===== src/irq_tree_pkg.sv =====
package irq_tree_pkg;

	// ------------------------------------------------------------
	// geometry
	// ------------------------------------------------------------
	localparam int N_SL = 7;
	localparam int GPIO_PINS = 15;
	localparam int EDGE_W = 2 * GPIO_PINS;

	// second-level register index
	localparam int SL_SUPPLY = 0;
	localparam int SL_REGF = 1;
	localparam int SL_THERM = 2;
	localparam int SL_ADC = 3;
	localparam int SL_GPIO0 = 4;
	localparam int SL_GPIO1 = 5;
	localparam int SL_PBTN = 6;

	// ------------------------------------------------------------
	// register map
	// ------------------------------------------------------------
	localparam logic [7:0] FL_PEND_OFF = 8'h02;
	localparam logic [7:0] FL_MASK_OFF = 8'h0e;
	localparam logic [7:0] FL_VALID = 8'h6a;
	localparam logic [7:0] FL_PEND_RST = 8'h00;
	localparam logic [7:0] FL_MASK_RST = 8'h6a;

	// first-level bit positions
	localparam int GRP_VR = 6;
	localparam int GRP_GPIO = 5;
	localparam int GRP_ADC = 3;
	localparam int GRP_THERMAL_GROUP_FLAG = 1;

	// per second-level register, index 6 down to 0
	localparam logic [N_SL-1:0][7:0] SL_OFF =
		{8'h07, 8'h0c, 8'h0b, 8'h06, 8'h05, 8'h04, 8'h03};
	localparam logic [N_SL-1:0][7:0] SL_MOFF =
		{8'h17, 8'h1a, 8'h19, 8'h13, 8'h12, 8'h11, 8'h10};
	localparam logic [N_SL-1:0][7:0] SL_VALID =
		{8'h01, 8'hff, 8'h7f, 8'h1f, 8'h01, 8'h01, 8'h01};
	localparam logic [N_SL-1:0][7:0] SL_MASK_RST =
		{8'h01, 8'hff, 8'h7f, 8'h1f, 8'h01, 8'h01, 8'h01};
	localparam logic [7:0] SL_FLAG_RST = 8'h00;

	// adc second-level bits and gpio0 pin count
	localparam int ADC_CH0_BIT = 0;
	localparam int ADC_TEMP_BIT = 3;
	localparam int ADC_TASK_BIT = 4;
	localparam int GPIO0_PINS = 7;

	// edge select encodings
	localparam logic [1:0] EDGE_NONE = 2'h0;
	localparam logic [1:0] EDGE_RISE = 2'h1;
	localparam logic [1:0] EDGE_FALL = 2'h2;
	localparam logic [1:0] EDGE_BOTH = 2'h3;

	// ------------------------------------------------------------
	// timing
	// ------------------------------------------------------------
	localparam int CLK_PERIOD_NS = 20;
	localparam int IRQ_LATENCY_MAX_NS = 1000000;
	localparam int IRQ_LATENCY_MAX_CYC = IRQ_LATENCY_MAX_NS / CLK_PERIOD_NS;

	// ------------------------------------------------------------
	// top state
	// ------------------------------------------------------------
	typedef struct packed {
		logic [N_SL-1:0][7:0] flags;
		logic [N_SL-1:0][7:0] mask2;
		logic [7:0] mask1;
		logic [7:0] pending;
		logic irq;
		logic [7:0] rdata;
		logic temp_en;
		logic task_en;
	} tree_state_s;

	localparam tree_state_s TREE_RST = '{
		flags: {N_SL{SL_FLAG_RST}},
		mask2: SL_MASK_RST,
		mask1: FL_MASK_RST,
		pending: FL_PEND_RST,
		irq: 1'b0,
		rdata: 8'h00,
		temp_en: 1'b0,
		task_en: 1'b0
	};

endpackage : irq_tree_pkg


===== src/reset_release.sv =====
`timescale 1ns/1ps
`default_nettype none

module reset_release
(
	// clock and raw reset
	input wire logic clock_i,
	input wire logic rstn_i,
	// released reset
	output logic rst_n_o
);

	typedef struct packed {
		logic meta;
		logic held;
	} rel_state_s;

	rel_state_s s_q;
	rel_state_s s_d;

	always_comb
	begin
		s_d.meta = 1'b1;
		s_d.held = s_q.meta;
	end

	// assert at once, release two edges later
	always_ff @(posedge clock_i or negedge rstn_i)
	begin
		if (!rstn_i)
			s_q <= '0;
		else
			s_q <= s_d;
	end

	assign rst_n_o = s_q.held;

endmodule : reset_release

`default_nettype wire


===== src/pin_edge_detect.sv =====
`timescale 1ns/1ps
`default_nettype none

module pin_edge_detect
	import irq_tree_pkg::*;
(
	// clock and reset
	input wire logic clock_i,
	input wire logic rst_n_i,
	// pins and their edge selection
	input wire logic [GPIO_PINS-1:0] pin_i,
	input wire logic [EDGE_W-1:0] edge_select_i,
	// one-cycle event per pin
	output logic [GPIO_PINS-1:0] event_o
);

	typedef struct packed {
		logic [GPIO_PINS-1:0] prev;
		logic primed;
	} edge_state_s;

	edge_state_s s_q;
	edge_state_s s_d;

	always_comb
	begin
		s_d.prev = pin_i;
		s_d.primed = 1'b1;
		event_o = '0;
		for (int p = 0; p < GPIO_PINS; p++)
		begin
			// no event on the first sample: prev is not yet real
			case (edge_select_i[2*p +: 2])
				EDGE_RISE: event_o[p] = s_q.primed & pin_i[p] & ~s_q.prev[p];
				EDGE_FALL: event_o[p] = s_q.primed & ~pin_i[p] & s_q.prev[p];
				EDGE_BOTH: event_o[p] = s_q.primed & (pin_i[p] ^ s_q.prev[p]);
				default: event_o[p] = 1'b0;
			endcase
		end
	end

	always_ff @(posedge clock_i or negedge rst_n_i)
	begin
		if (!rst_n_i)
			s_q <= '0;
		else
			s_q <= s_d;
	end

endmodule : pin_edge_detect

`default_nettype wire


===== src/two_level_irq_controller.sv =====
// Function
// - irq is high exactly in the cycle after an unmasked first-level bit is pending.
// - irq rises within 1 ms of an interrupt condition.
// - an event sets its second-level flag, then its group flag, then irq.
// - irq falls only once no unmasked second-level flag outside the power-button register is left set in a group unmasked at first level.
// - a group masked at first level neither sets its flag nor raises irq.
// - writes to first-level flags are ignored; they follow the second level.
// - a masked second-level source never sets its flag nor propagates.
// - second-level and power-button flags are write-1-to-clear.
// - first level: regulator bit 6, gpio 5, adc 3, thermal 1, rest zero.
// - supply range, channel alerts and conversion done feed the adc group.
// - regulator fault flag feeds regulator group, cleared on cold off.
// - die temperature alert sets the thermal flag.
// - each channel 0..2 voltage alert sets its own adc flag.
// - conversion done sets its flag only if irq enable was set at request.
// - gpio flags rise on the configured edge and feed the gpio group.
// - this unit holds all second-level and power-button status and owns irq.
// - a task list requested with irq enable raises an adc flag on completion.
`timescale 1ns/1ps
`default_nettype none

module two_level_irq_controller
	import irq_tree_pkg::*;
#(
	parameter int LATENCY_MAX_CYC = IRQ_LATENCY_MAX_CYC
)
(
	// clock and reset
	input wire logic clock_i,
	input wire logic rstn_i,
	// register port from the i2c slave
	input wire logic [7:0] reg_addr_i,
	input wire logic [7:0] reg_wdata_i,
	input wire logic reg_wr_i,
	input wire logic reg_rd_i,
	output logic [7:0] reg_rdata_o,
	// adc, regulator and thermal sources
	input wire logic supply_out_of_range_i,
	input wire logic regulator_fault_i,
	input wire logic die_temp_alert_i,
	input wire logic [2:0] channel_alert_i,
	input wire logic request_irq_enable_i,
	input wire logic temp_conv_req_i,
	input wire logic temp_conv_done_i,
	input wire logic task_list_req_i,
	input wire logic task_list_done_i,
	// power state and button
	input wire logic cold_off_i,
	input wire logic power_button_i,
	// gpio inputs
	input wire logic [GPIO_PINS-1:0] gpio_pin_i,
	input wire logic [EDGE_W-1:0] edge_select_i,
	// interrupt to the host
	output logic irq_o
);

	// ------------------------------------------------------------
	// helpers
	// ------------------------------------------------------------
	function automatic logic hit(input logic [7:0] a, input logic [7:0] o);
		return a == o;
	endfunction : hit

	// any flag of the register still unmasked
	function automatic logic live(input logic [7:0] f, input logic [7:0] m);
		return |(f & ~m);
	endfunction : live

	// ------------------------------------------------------------
	// reset release and gpio edges
	// ------------------------------------------------------------
	logic rst_n;
	logic [GPIO_PINS-1:0] gpio_event;

	reset_release u_reset_release
	(
		.clock_i(clock_i),
		.rstn_i(rstn_i),
		.rst_n_o(rst_n)
	);

	pin_edge_detect u_pin_edge_detect
	(
		.clock_i(clock_i),
		.rst_n_i(rst_n),
		.pin_i(gpio_pin_i),
		.edge_select_i(edge_select_i),
		.event_o(gpio_event)
	);

	// ------------------------------------------------------------
	// state
	// ------------------------------------------------------------
	tree_state_s s_q;
	tree_state_s s_d;
	logic [N_SL-1:0][7:0] ev;
	logic [N_SL-1:0] unm;

	// ------------------------------------------------------------
	// event collection
	// ------------------------------------------------------------
	always_comb
	begin
		ev = '0;
		ev[SL_SUPPLY][0] = supply_out_of_range_i;
		ev[SL_REGF][0] = regulator_fault_i;
		ev[SL_THERM][0] = die_temp_alert_i;
		ev[SL_ADC][ADC_CH0_BIT +: 3] = channel_alert_i;
		// enable is latched at request time, not at completion
		ev[SL_ADC][ADC_TEMP_BIT] = temp_conv_done_i & s_q.temp_en;
		ev[SL_ADC][ADC_TASK_BIT] = task_list_done_i & s_q.task_en;
		ev[SL_GPIO0][GPIO0_PINS-1:0] = gpio_event[GPIO_PINS-1:8];
		ev[SL_GPIO1] = gpio_event[7:0];
		ev[SL_PBTN][0] = power_button_i;
	end

	// ------------------------------------------------------------
	// next state
	// ------------------------------------------------------------
	always_comb
	begin
		logic [7:0] clr;
		clr = '0;
		s_d = s_q;
		for (int i = 0; i < N_SL; i++)
		begin
			clr = (reg_wr_i && hit(reg_addr_i, SL_OFF[i])) ? reg_wdata_i : 8'h00;
			// set beats a clear landing in the same cycle
			s_d.flags[i] = ((s_q.flags[i] & ~clr) | (ev[i] & ~s_q.mask2[i])) & SL_VALID[i];
			if (reg_wr_i && hit(reg_addr_i, SL_MOFF[i]))
			begin
				s_d.mask2[i] = reg_wdata_i & SL_VALID[i];
			end
			unm[i] = live(s_q.flags[i], s_q.mask2[i]);
		end
		if (cold_off_i)
		begin
			s_d.flags[SL_REGF] = SL_FLAG_RST;
		end
		if (reg_wr_i && hit(reg_addr_i, FL_MASK_OFF))
		begin
			s_d.mask1 = reg_wdata_i & FL_VALID;
		end

		// group flags follow the second level only; direct writes ignored
		s_d.pending = FL_PEND_RST;
		s_d.pending[GRP_VR] = unm[SL_REGF] & ~s_q.mask1[GRP_VR];
		s_d.pending[GRP_GPIO] = (unm[SL_GPIO0] | unm[SL_GPIO1]) & ~s_q.mask1[GRP_GPIO];
		s_d.pending[GRP_ADC] = (unm[SL_SUPPLY] | unm[SL_ADC]) & ~s_q.mask1[GRP_ADC];
		s_d.pending[GRP_THERMAL_GROUP_FLAG] = unm[SL_THERM] & ~s_q.mask1[GRP_THERMAL_GROUP_FLAG];
		s_d.irq = |(s_q.pending & ~s_q.mask1 & FL_VALID);

		if (temp_conv_req_i)
		begin
			s_d.temp_en = request_irq_enable_i;
		end
		if (task_list_req_i)
		begin
			s_d.task_en = request_irq_enable_i;
		end

		// read data stands until the next read
		if (reg_rd_i)
		begin
			s_d.rdata = 8'h00;
			if (hit(reg_addr_i, FL_PEND_OFF))
			begin
				s_d.rdata = s_q.pending;
			end
			if (hit(reg_addr_i, FL_MASK_OFF))
			begin
				s_d.rdata = s_q.mask1;
			end
			for (int i = 0; i < N_SL; i++)
			begin
				if (hit(reg_addr_i, SL_OFF[i]))
				begin
					s_d.rdata = s_q.flags[i];
				end
				if (hit(reg_addr_i, SL_MOFF[i]))
				begin
					s_d.rdata = s_q.mask2[i];
				end
			end
		end
	end

	// ------------------------------------------------------------
	// registers
	// ------------------------------------------------------------
	always_ff @(posedge clock_i or negedge rst_n)
	begin
		if (!rst_n)
			s_q <= TREE_RST;
		else
			s_q <= s_d;
	end

	assign irq_o = s_q.irq;
	assign reg_rdata_o = s_q.rdata;

	// live unmasked source in an unmasked group, ahead of pending by a cycle
	logic grp_cause;
	assign grp_cause = (unm[SL_THERM] && !s_q.mask1[GRP_THERMAL_GROUP_FLAG])
		|| ((unm[SL_SUPPLY] || unm[SL_ADC]) && !s_q.mask1[GRP_ADC])
		|| ((unm[SL_GPIO0] || unm[SL_GPIO1]) && !s_q.mask1[GRP_GPIO])
		|| (unm[SL_REGF] && !s_q.mask1[GRP_VR]);

	// cycles such a cause has waited with irq low
	logic [31:0] wait_cnt;
	always_ff @(posedge clock_i or negedge rst_n)
	begin
		if (!rst_n)
			wait_cnt <= '0;
		else if (grp_cause && !irq_o)
			wait_cnt <= wait_cnt + 32'd1;
		else
			wait_cnt <= '0;
	end
endmodule : two_level_irq_controller

`default_nettype wire


===== config.mk =====
export PLATFORM = sky130hd
export DESIGN_NAME = two_level_irq_controller
export DESIGN_NICKNAME = d
export VERILOG_FILES = /design/src/irq_tree_pkg.sv /design/src/reset_release.sv /design/src/pin_edge_detect.sv /design/src/two_level_irq_controller.sv
export SDC_FILE = /design/constraint.sdc
export NUM_CORES = 1
export LEC_CHECK = 0
export BUFFER_PORTS_ARGS = -buffer_cell sky130_fd_sc_hd__buf_2
export CAP_MARGIN = 25
export CORE_ASPECT_RATIO = 0.9
export CORE_MARGIN = 10
export CORE_UTILIZATION = 42
export DETAILED_ROUTE_END_ITERATION = 8
export HOLD_SLACK_MARGIN = 0.05
export PLACE_DENSITY = 0.62
export SYNTH_ARGS = -nofsm -noshare
export SYNTH_HDL_FRONTEND = slang
export SYNTH_HIERARCHICAL = 1
export SYNTH_SLANG_ARGS = --single-unit

===== constraint.sdc =====
create_clock -name clock_i -period 3.3 [get_ports clock_i]
set_input_delay 0 -clock clock_i [delete_from_list [all_inputs] [get_ports clock_i]]
set_output_delay 0 -clock clock_i [all_outputs]
set_load 0.05 [all_outputs]

==> impl_metrics.ini, run 1 <==
[placed_design]
gp_congestion = 0.8991
port_buffers = 86
place_ws_ns = 1.242
post-dp-hpwl_microns = 9644

[timing]
layout_setup_ws_ns = 1.129
rsz0062_at_grt = false
fin_crit_ns = 2.171
finalHoldViolations = 0
setup_viol = 0
clock_skew_ns = 0.009633
slew_viol_final = 0
finalSetupTns_ns = 0
fin_crit_sh_pct = 65.78
maxSlewHeadroom_pct = 40.14
tightest_slew_ns = 0.8911
fmax_mhz = 460.6

[drt]
dr_total_vias = 3893
via_per_inst = 5.634
avgRoutedWirePerCell_microns = 19.03
drtPass1Iterations = 7
totalWireLength_microns = 13150
drtIter0Drc = 362
drc_errors = 0
drtAntennaViolNets = 0

[power_and_ir_drop]
p_sw_share_pct = 25.03
pwr-share-comb_pct = 10.8
intPower_mw = 1.838
p_per_area_mw_per_mm2 = 432.5
ir_drop_v = 0.0002816
p_seq_share_pct = 46.6
p_clk_share_pct = 42.6
switchingPower_mw = 0.6134
total_leakage_power_nw = 2.480

[grt]
grt_max_degree = 65
grt.total_usage_pct = 17.30
grt_first_pass_wirelength_microns = 21110
overflow = 0
antenna_found_initial = 0
grt_pass1_vias = 4025

[final_layout]
area_growth_pct = 26.47
nFillCells = 940
multi_input_area_sq_mm = 0.001953
antenna-diode-count = 0
drive_gt1_share_pct = 31.14
layout.area.seq_sq_mm = 0.002166
fin_nets = 635

[clock_network]
clk_path_buf_depth = 2
cts_root_buffer = clkbuf_16
clk_pin_slew_ns = 0.07
cts_buffers = 9
cts.sinks = 85
clk_latency_ns = 0.34
htreeDepth = 3
cts_tree = done

[logic_synthesis]
synth_edf_count = 0
async_reset_ff_share_pct = 100.0
synthFlopType = dfrtp_1
syn_avg_cell_area_sq_um = 10.16
synth_cells = 441
synth_fp_nets = 519
synth_seq_cells = 85
ys_types = 57
syn_area_sq_mm = 0.004481
ys_warn_count = 6
seq_area_frac_synth_pct = 48.25

[worst_setup_path]
critPathLaunchType = input port
crit_path_max_fanout = 26
worstPathArrival_ns = 2.40
worstSetupPathType = input port to flop
cp-end-kind = flop
cp.required_ns = 3.53

[floorplan]
die_y_microns = 118.0
initial_core_util_pct = 43.35
rows = 35
io_pins = 87
dieArea_sq_mm = 0.01520
core_area_sq_mm = 0.01033
die_w_microns = 128.9

[job]
max_cap_viol_count = 0

[hold_path]
hold_path_class = input port to flop

[outcome]
status = complete, no violations
[cell families after synthesis]
| group | synth area share (%) |
|---|---|
| flops | 48.25 |
| compound gates | 15.97 |
| simple gates | 19.97 |
| buf+inv | 8.154 |
| other cells | 0.1676 |
| mux | 7.484 |
[cells in the mapped netlist, drive strengths merged (3+ instances only)]
cell | instances | area (sq um)
o21ai | 25 | 125.1
a32oi | 3 | 26.28
nand3 | 15 | 75.07
a22o | 20 | 175.2
nand2 | 54 | 202.7
a222oi | 3 | 30.03
mux2 | 28 | 315.3
a31oi | 5 | 31.28
a21o | 4 | 32.53
nor3 | 10 | 66.32
a22oi | 3 | 22.52
nand4b | 32 | 280.3
nor3b | 4 | 30.03
o31ai | 3 | 22.52
inv | 37 | 138.9
o22ai | 4 | 25.02
a21oi | 7 | 35.03
and3 | 3 | 18.77
nor2 | 19 | 71.32
o32ai | 4 | 35.03
nor4 | 4 | 31.28
and2 | 3 | 18.77
clkbuf | 10 | 67.57
dfstp | 28 | 735.7
buf | 18 | 135.1
a221oi | 9 | 78.83
dfrtp | 57 | 1426
nand2b | 4 | 25.02
[layout make-up]
| type | count | area share [%] |
|---|---|---|
| clock buffers | 10 | 4.217 |
| repair buffers | 135 | 16.47 |
| well taps | 129 | 2.848 |
| clock inverters | 6 | 1.259 |
| flip-flops and latches | 85 | 38.22 |
| inverters | 38 | 2.517 |
| multi-input cells | 288 | 34.47 |
[metal layers]
layer,part of all wire [%],GRT usage (%),vias to the layer above
met5,0,0,-
met4,1.2,4.190,0
met3,5.9,4.007,12
met2,48,28.33,112
met1,45,22.36,1934
li1,-,-,1835
[final timing paths]
| check | startpoint | endpoint | slack, ns | cells after the start |
|---|---|---|---|---|
| hold / removal | edge_select_i[17] | s_q[115]$_DFF_PN0_ | 0.05 | 4 |
| min in group asynchronous | u_reset_release/rst_n_o$_DFF_PN0_ | u_pin_edge_detect/s_q[0]$_DFF_PN0_ | 0.22 | 0 |
| max in group asynchronous | u_reset_release/rst_n_o$_DFF_PN0_ | s_q[27]$_DFFE_PN1P_ | 2.43 | 1 |
| setup / recovery | reg_addr_i[1] | s_q[109]$_DFF_PN0_ | 1.13 | 8 |
| hold reg to reg | u_reset_release/rst_n_o$_DFF_PN0_ | u_pin_edge_detect/s_q[0]$_DFF_PN0_ | 0.22 | 0 |
| setup reg to reg | u_pin_edge_detect/s_q[0]$_DFF_PN0_ | s_q[130]$_DFF_PN0_ | 1.32 | 5 |
[sequential cells by signal, indices dropped and copies added, names as in the netlist]
| register | cells |
|---|---|
| irq_o | 1 |
| s_q | 58 |
| u_reset_release/rst_n_o | 1 |
| u_reset_release/s_d | 1 |
| u_pin_edge_detect/s_q | 16 |
| reg_rdata_o | 8 |
[worst max-delay path, stage by stage]
cell,delay [ns]
buf_2,0.40
and2b_2,0.33
nand2_1,0.10
nor3_1,0.70
nand2_1,0.12
nand2_1,0.09
o21ai_0,0.08
dlygate4sd3_1,0.57
[placed cells by master, fill, tap and decap left out, types with 8 or more instances in the layout]
cell and n:
buf_2 86, nand4b_1 32, nor2_1 19, dfrtp_1 56, o21ai_0 25, mux2_2 28
a22o_1 20, nor3_1 8, clkbuf_16 9, nand2_1 54, a221oi_1 9, dlygate4sd3_1 46
inv_1 37, nand3_1 15, dfstp_2 28
[through the flow]
step           area, sq um  power (mW)  hold WS (ns)  util, %  std cells
6_report              5667       2.451       0.04963    54.83        691
5_1_grt               5667       2.544       0.06145    54.83        691
4_1_cts               5667       2.469       0.05200    54.83        691
3_5_place_dp          4896       1.382       -0.2136    47.37        629
3_3_place_gp          4868       1.372       -0.2156    47.11        628
2_1_floorplan         4481       1.285       -0.2956        -        441
[power by group through the flow]
stage / Combinational, mW / Clock, mW / Sequential, mW
2_1_floorplan: 0.135 / 0 / 1.15
3_3_place_gp: 0.200 / 0 / 1.17
3_5_place_dp: 0.224 / 0 / 1.16
4_1_cts: 0.265 / 1.06 / 1.14
5_1_grt: 0.290 / 1.11 / 1.15
6_report: 0.264 / 1.04 / 1.14
[what timing repair did]
item | 4_1_cts | 5_1_grt
hold buffers | 46 | 0
hold endpoints to repair | 66 | 0
buffers inserted | 0 | 0
gates resized for setup | 0 | 0
(Power assumes the default switching activity.)
==> inputs of run 2 (changes only) <==
--- a/config.mk
+++ b/config.mk
@@ -12,7 +12,7 @@
 export CORE_UTILIZATION = 42
 export DETAILED_ROUTE_END_ITERATION = 8
 export HOLD_SLACK_MARGIN = 0.05
-export PLACE_DENSITY = 0.62
+export PLACE_DENSITY = 0.65
 export SYNTH_ARGS = -nofsm -noshare
 export SYNTH_HDL_FRONTEND = slang
 export SYNTH_HIERARCHICAL = 1
==> constraint.sdc (replaced) <==
create_clock -name clock_i -period 1.8 [get_ports clock_i]
set_input_delay 0 -clock clock_i [delete_from_list [all_inputs] [get_ports clock_i]]
set_output_delay 0 -clock clock_i [all_outputs]
set_load 0.05 [all_outputs]
==> impl_metrics.ini, run 2 (synthesized netlist as in run 1, its figures left out) <==
[final_layout]
stdcell_count = 728
area_growth_pct = 31.89
mostFrequentLayoutCells = 86 x buf_2, 56 x dfrtp_1, 54 x nand2_1, 50 x dlygate4sd3_1, 37 x inv_1
antenna-diode-count = 0
fin_nets = 672
drive_gt1_share_pct = 34.72
largest_reg_flops = 58
top_register = s_q
nFillCells = 936
layout_commonest_cell = buf_2

[placed_design]
placedCellCount = 660
port_buffers = 86
gp_congestion = 0.9083
post-dp-hpwl_microns = 10200

[clock_network]
clk_path_buf_depth = 2
htreeDepth = 3
clk_latency_ns = 0.34
cts.sinks = 85
clk_pin_slew_ns = 0.06
cts_root_buffer = clkbuf_16
cts_tree = done
cts_buffers = 9

[hold_path]
hold_path_class = input port to flop

[power_and_ir_drop]
total_leakage_power_nw = 2.625
power_mw = 4.317
p_per_area_mw_per_mm2 = 730.5
ir_drop_v = 0.0004780

[worst_setup_path]
cp_num_buf_inv = 4
cp_cell_sequence = buf_2, or4_4, buf_4, nor3_2, buf_4, nand2_1, nand2_1, o21ai_0, dlygate4sd3_1
cp.required_ns = 2.02
slowest_delay_ns = 0.58
crit_path_max_fanout = 5
worstSetupPathType = input port to flop
critPathLaunchType = input port
cpMaxStageDelayCell = dlygate4sd3_1
cp_top_family = buffers and inverters
worstPathArrival_ns = 1.93
cp-end-kind = flop

[grt]
grt_max_degree = 84
grt_first_pass_wirelength_microns = 21890
grt_pass1_vias = 4164
overflow = 0
grt.total_usage_pct = 18.09
antenna_found_initial = 0

[drt]
totalWireLength_microns = 13720
avgRoutedWirePerCell_microns = 18.85
dr_total_vias = 4027
drtIter0Drc = 288
drtPass1Iterations = 8
drtAntennaViolNets = 0
via_per_inst = 5.532
drc_errors = 0

[floorplan]
rows = 35
initial_core_util_pct = 43.35
core_area_sq_mm = 0.01033
die_w_microns = 128.9
io_pins = 87
die_y_microns = 118.0
dieArea_sq_mm = 0.01520

[timing]
fin_crit_ns = 1.707
finalHoldViolations = 0
slew_viol_final = 0
tightest_slew_ns = 0.9064
setup_viol = 0
fmax_mhz = 585.9
maxSlewHeadroom_pct = 39.58
finalSetupTns_ns = 0
fin_crit_sh_pct = 94.83
rsz0062_at_grt = false
clock_skew_ns = 0.01084

[outcome]
status = complete, no violations

[job]
max_cap_viol_count = 0
[run 2: power by group]
group          internal [mW]  switching (mW)  total (mW)
clock                  0.932           0.767        1.70
combinational          0.257           0.274       0.531
sequential              2.02          0.0718        2.09
total                   3.20            1.11        4.32
[run 2: final timing paths]
| kind | cells past startpoint | slack, ns | to | start |
|---|---|---|---|---|
| setup reg to reg | 4 | 0.32 | s_q[130]$_DFF_PN0_ | u_pin_edge_detect/s_q[0]$_DFF_PN0_ |
| max in group asynchronous | 1 | 1.08 | s_q[61]$_DFFE_PN1P_ | u_reset_release/rst_n_o$_DFF_PN0_ |
| min in group asynchronous | 1 | 0.34 | u_pin_edge_detect/s_q[14]$_DFF_PN0_ | u_reset_release/rst_n_o$_DFF_PN0_ |
| hold / removal | 4 | 0.06 | s_q[128]$_DFF_PN0_ | edge_select_i[10] |
| hold reg to reg | 1 | 0.34 | u_pin_edge_detect/s_q[14]$_DFF_PN0_ | u_reset_release/rst_n_o$_DFF_PN0_ |
| setup / recovery | 9 | 0.09 | s_q[110]$_DFF_PN0_ | reg_addr_i[4] |
[run 2: cell type report]
type	count	area, sq um	share of cell area (%)
Clock buffer	10	229.0	3.875
Clock inverter	6	38.79	0.6564
Inverter	38	142.6	2.414
Multi-Input combinational cell	288	1958	33.14
Sequential cell	85	2166	36.65
Tap cell	129	161.4	2.731
Timing Repair Buffer	172	1214	20.54
[run 2: per-layer routing]
metal,part of all wire (%),up-vias,routed length (microns),track usage (%)
met3,6.4,15,883,4.007
met1,45,1980,6112,23.63
li1,-,1907,-,-
met4,1.1,0,146,5.043
met5,0,-,0,0
met2,48,125,6578,29.17
[run 2: what timing repair did]
action                     CTS  global route
hold buffers                50             0
resized for setup            0             1
setup endpoints to repair    0             2
hold endpoints to repair    66             0
buffers inserted             0             2
[run 2: per-stage QoR]
step / hold WS [ns] / util, % / setup WS [ns] / cell area (sq um)
finish: 0.05970 / 57.18 / 0.09309 / 5909
global route: 0.07827 / 57.18 / 0.002860 / 5909
CTS: 0.05023 / 56.99 / 0.09964 / 5889
detailed placement: -0.2137 / 49.55 / -0.1223 / 5121
global placement: -0.2151 / 49.55 / -0.07120 / 5121
floorplan: -0.2956 / - / 0.03228 / 4482
[run 2: tightest hold or removal path: cells and delay by family]
family	cells	cell delay [ns]
AO/OA/AOI/OAI	1	0.12
buffers and inverters	1	0.08
AND/OR/NAND/NOR	2	0.15
==> inputs of run 3 (changes only) <==
--- a/config.mk
+++ b/config.mk
@@ -5,6 +5,7 @@
 export SDC_FILE = /design/constraint.sdc
 export NUM_CORES = 1
 export LEC_CHECK = 0
+export ABC_AREA = 1
 export BUFFER_PORTS_ARGS = -buffer_cell sky130_fd_sc_hd__buf_2
 export CAP_MARGIN = 25
 export CORE_ASPECT_RATIO = 0.9
==> impl_metrics.ini, run 3 <==
[drt]
drc_errors = 0
drtAntennaViolNets = 0
totalWireLength_microns = 11620
avgRoutedWirePerCell_microns = 14.15
via_per_inst = 4.884
dr_total_vias = 4010
drtPass1Iterations = 5
drtIter0Drc = 262

[logic_synthesis]
syn_avg_cell_area_sq_um = 7.688
synth_top_cell_area_share_pct = 33.07
synth.top_cells.by_count = 166 x nand2_1, 92 x inv_1, 58 x o21ai_0, 57 x dfrtp_1
synth_seq_cells = 85
synth_area_leaders = dfrtp_1 33%, dfstp_2 17%, nand2_1 14%
ys_warn_count = 6
seq_area_frac_synth_pct = 50.13
synth_top_cell_by_area = dfrtp_1
yosysMostFrequentCell = nand2_1
ys_types = 32
syn_area_sq_mm = 0.004313
synthFlopType = dfrtp_1
async_reset_ff_share_pct = 100.0
synth_fp_nets = 639
synth_edf_count = 0
synth_cells = 561

[clock_network]
cts.sinks = 85
cts_tree = done
htreeDepth = 3
clk_latency_ns = 0.34
cts-resized-gates = 0
clk_path_buf_depth = 2
clk_pin_slew_ns = 0.06
cts_buffers = 9
cts_root_buffer = clkbuf_16

[timing]
slew_viol_final = 0
hold_slack_ns = 0.05151
fmax_mhz = 596.3
fin_crit_sh_pct = 93.17
tightest_slew_ns = 0.5466
clock_skew_ns = 0.009699
maxSlewHeadroom_pct = 63.56
finalSetupTns_ns = 0
finalHoldViolations = 0
rsz0062_at_grt = false
fin_crit_ns = 1.677
setup_viol = 0

[grt]
grtUsageMet2_pct = 24.66
met1_usage_pct = 21.42
grt_pass1_vias = 3971
grt_first_pass_wirelength_microns = 19230
busiest_layer = met2
grt.total_usage_pct = 15.95
grt_max_degree = 36
grtUsageMet3_pct = 4.492
overflow = 0
antenna_found_initial = 0

[power_and_ir_drop]
total_leakage_power_nw = 2.696
ir_drop_v = 0.0006743
power_mw = 4.393
p_per_area_mw_per_mm2 = 791.7

[final_layout]
area_growth_pct = 28.66
drive_gt1_share_pct = 23.12
largest_reg_flops = 58
mostFrequentLayoutCells = 166 x nand2_1, 92 x inv_1, 86 x buf_2, 58 x o21ai_0, 56 x dfrtp_1
top_register = s_q
fin_nets = 765
antenna-diode-count = 0
layout_commonest_cell = nand2_1

[worst_setup_path]
worstSetupPathType = input port to flop
r2r_end = s_q[91]$_DFF_PN0_
critPathLaunchType = input port
crit_path_end = s_q[91]$_DFF_PN0_
reg2reg_slack_ns = 0.38
crit_path_max_fanout = 12
worstPathArrival_ns = 1.90
cp.required_ns = 2.02
r2r_start = s_q[35]$_DFFE_PN1P_
cp-end-kind = flop
crit_start = reg_wr_i
r2r_cells = 4

[floorplan]
die_w_microns = 126.8
dieArea_sq_mm = 0.01473
initial_core_util_pct = 42.63
core_area_sq_mm = 0.01012
die_y_microns = 116.1
io_pins = 87
rows = 35

[job]
max_cap_viol_count = 0

[placed_design]
gp_congestion = 0.9385
post-dp-hpwl_microns = 8575
port_buffers = 86

[outcome]
status = complete, no violations

[hold_path]
hold_path_class = input port to flop
## run 3: logic make-up after synthesis
| logic type | count (synthesis) | synth area share (%) |
|---|---|---|
| buffers and inverters | 116 | 11.20 |
| flip-flops | 85 | 50.13 |
| other | 2 | 0.1741 |
| multiplexers | 2 | 0.5222 |
| AO/OA/AOI/OAI | 130 | 16.10 |
| AND/OR/NAND/NOR | 226 | 21.87 |
## run 3: how the worst min path moves through the flow
stage	from	endpoint	cells past startpoint
floorplan	rstn_i	u_reset_release/rst_n_o$_DFF_PN0_	0
global placement	rstn_i	u_reset_release/s_d[0]$_DFF_PN0_	1
detailed placement	rstn_i	u_reset_release/s_d[0]$_DFF_PN0_	1
CTS	edge_select_i[17]	s_q[115]$_DFF_PN0_	5
global route	reg_addr_i[0]	s_q[99]$_DFF_PN0_	4
finish	edge_select_i[17]	s_q[115]$_DFF_PN0_	5
## run 3: layout make-up
cell class | instances | area, sq um
flip-flops and latches | 85 | 2166
well taps | 129 | 161.4
fillers | 962 | 4567
inverters | 101 | 379.1
multi-input cells | 360 | 1668
repair buffers | 130 | 875.8
clock buffers | 10 | 229.0
clock inverters | 6 | 70.07
## run 3: what timing repair did
item	CTS	global route
hold endpoints to repair	47	0
buffers inserted	0	0
hold buffers	41	0
## run 3: per-stage QoR
step | cell area [sq um] | setup slack (ns) | util [%] | cells
6_report | 5549 | 0.1230 | 54.85 | 821
4_1_cts | 5549 | 0.1627 | 54.85 | 821
5_1_grt | 5549 | 0.08261 | 54.85 | 821
3_5_place_dp | 4840 | 0.2266 | 47.84 | 764
3_3_place_gp | 4840 | 0.2449 | 47.84 | 764
2_1_floorplan | 4314 | 0.3894 | - | 561
## run 3: where the power goes
group / internal, mW / leakage [nW] / total (mW) / switching, mW
sequential: 2.00 / 0.896 / 2.07 / 0.0626
combinational: 0.205 / 1.66 / 0.443 / 0.238
clock: 1.09 / 0.136 / 1.88 / 0.799
## run 3: per-layer routing
layer,wire length [microns],vias up
met5,0,-
met4,110,0
met3,821,10
met2,5202,134
met1,5483,1855
li1,-,2011
## run 3: worst max-delay path, stage by stage
cell and delay [ns]:
dlygate4sd3_1 0.53, buf_2 0.27, nand2_1 0.17, o31ai_1 0.27, a21oi_1 0.09, dlygate4sd3_1 0.56
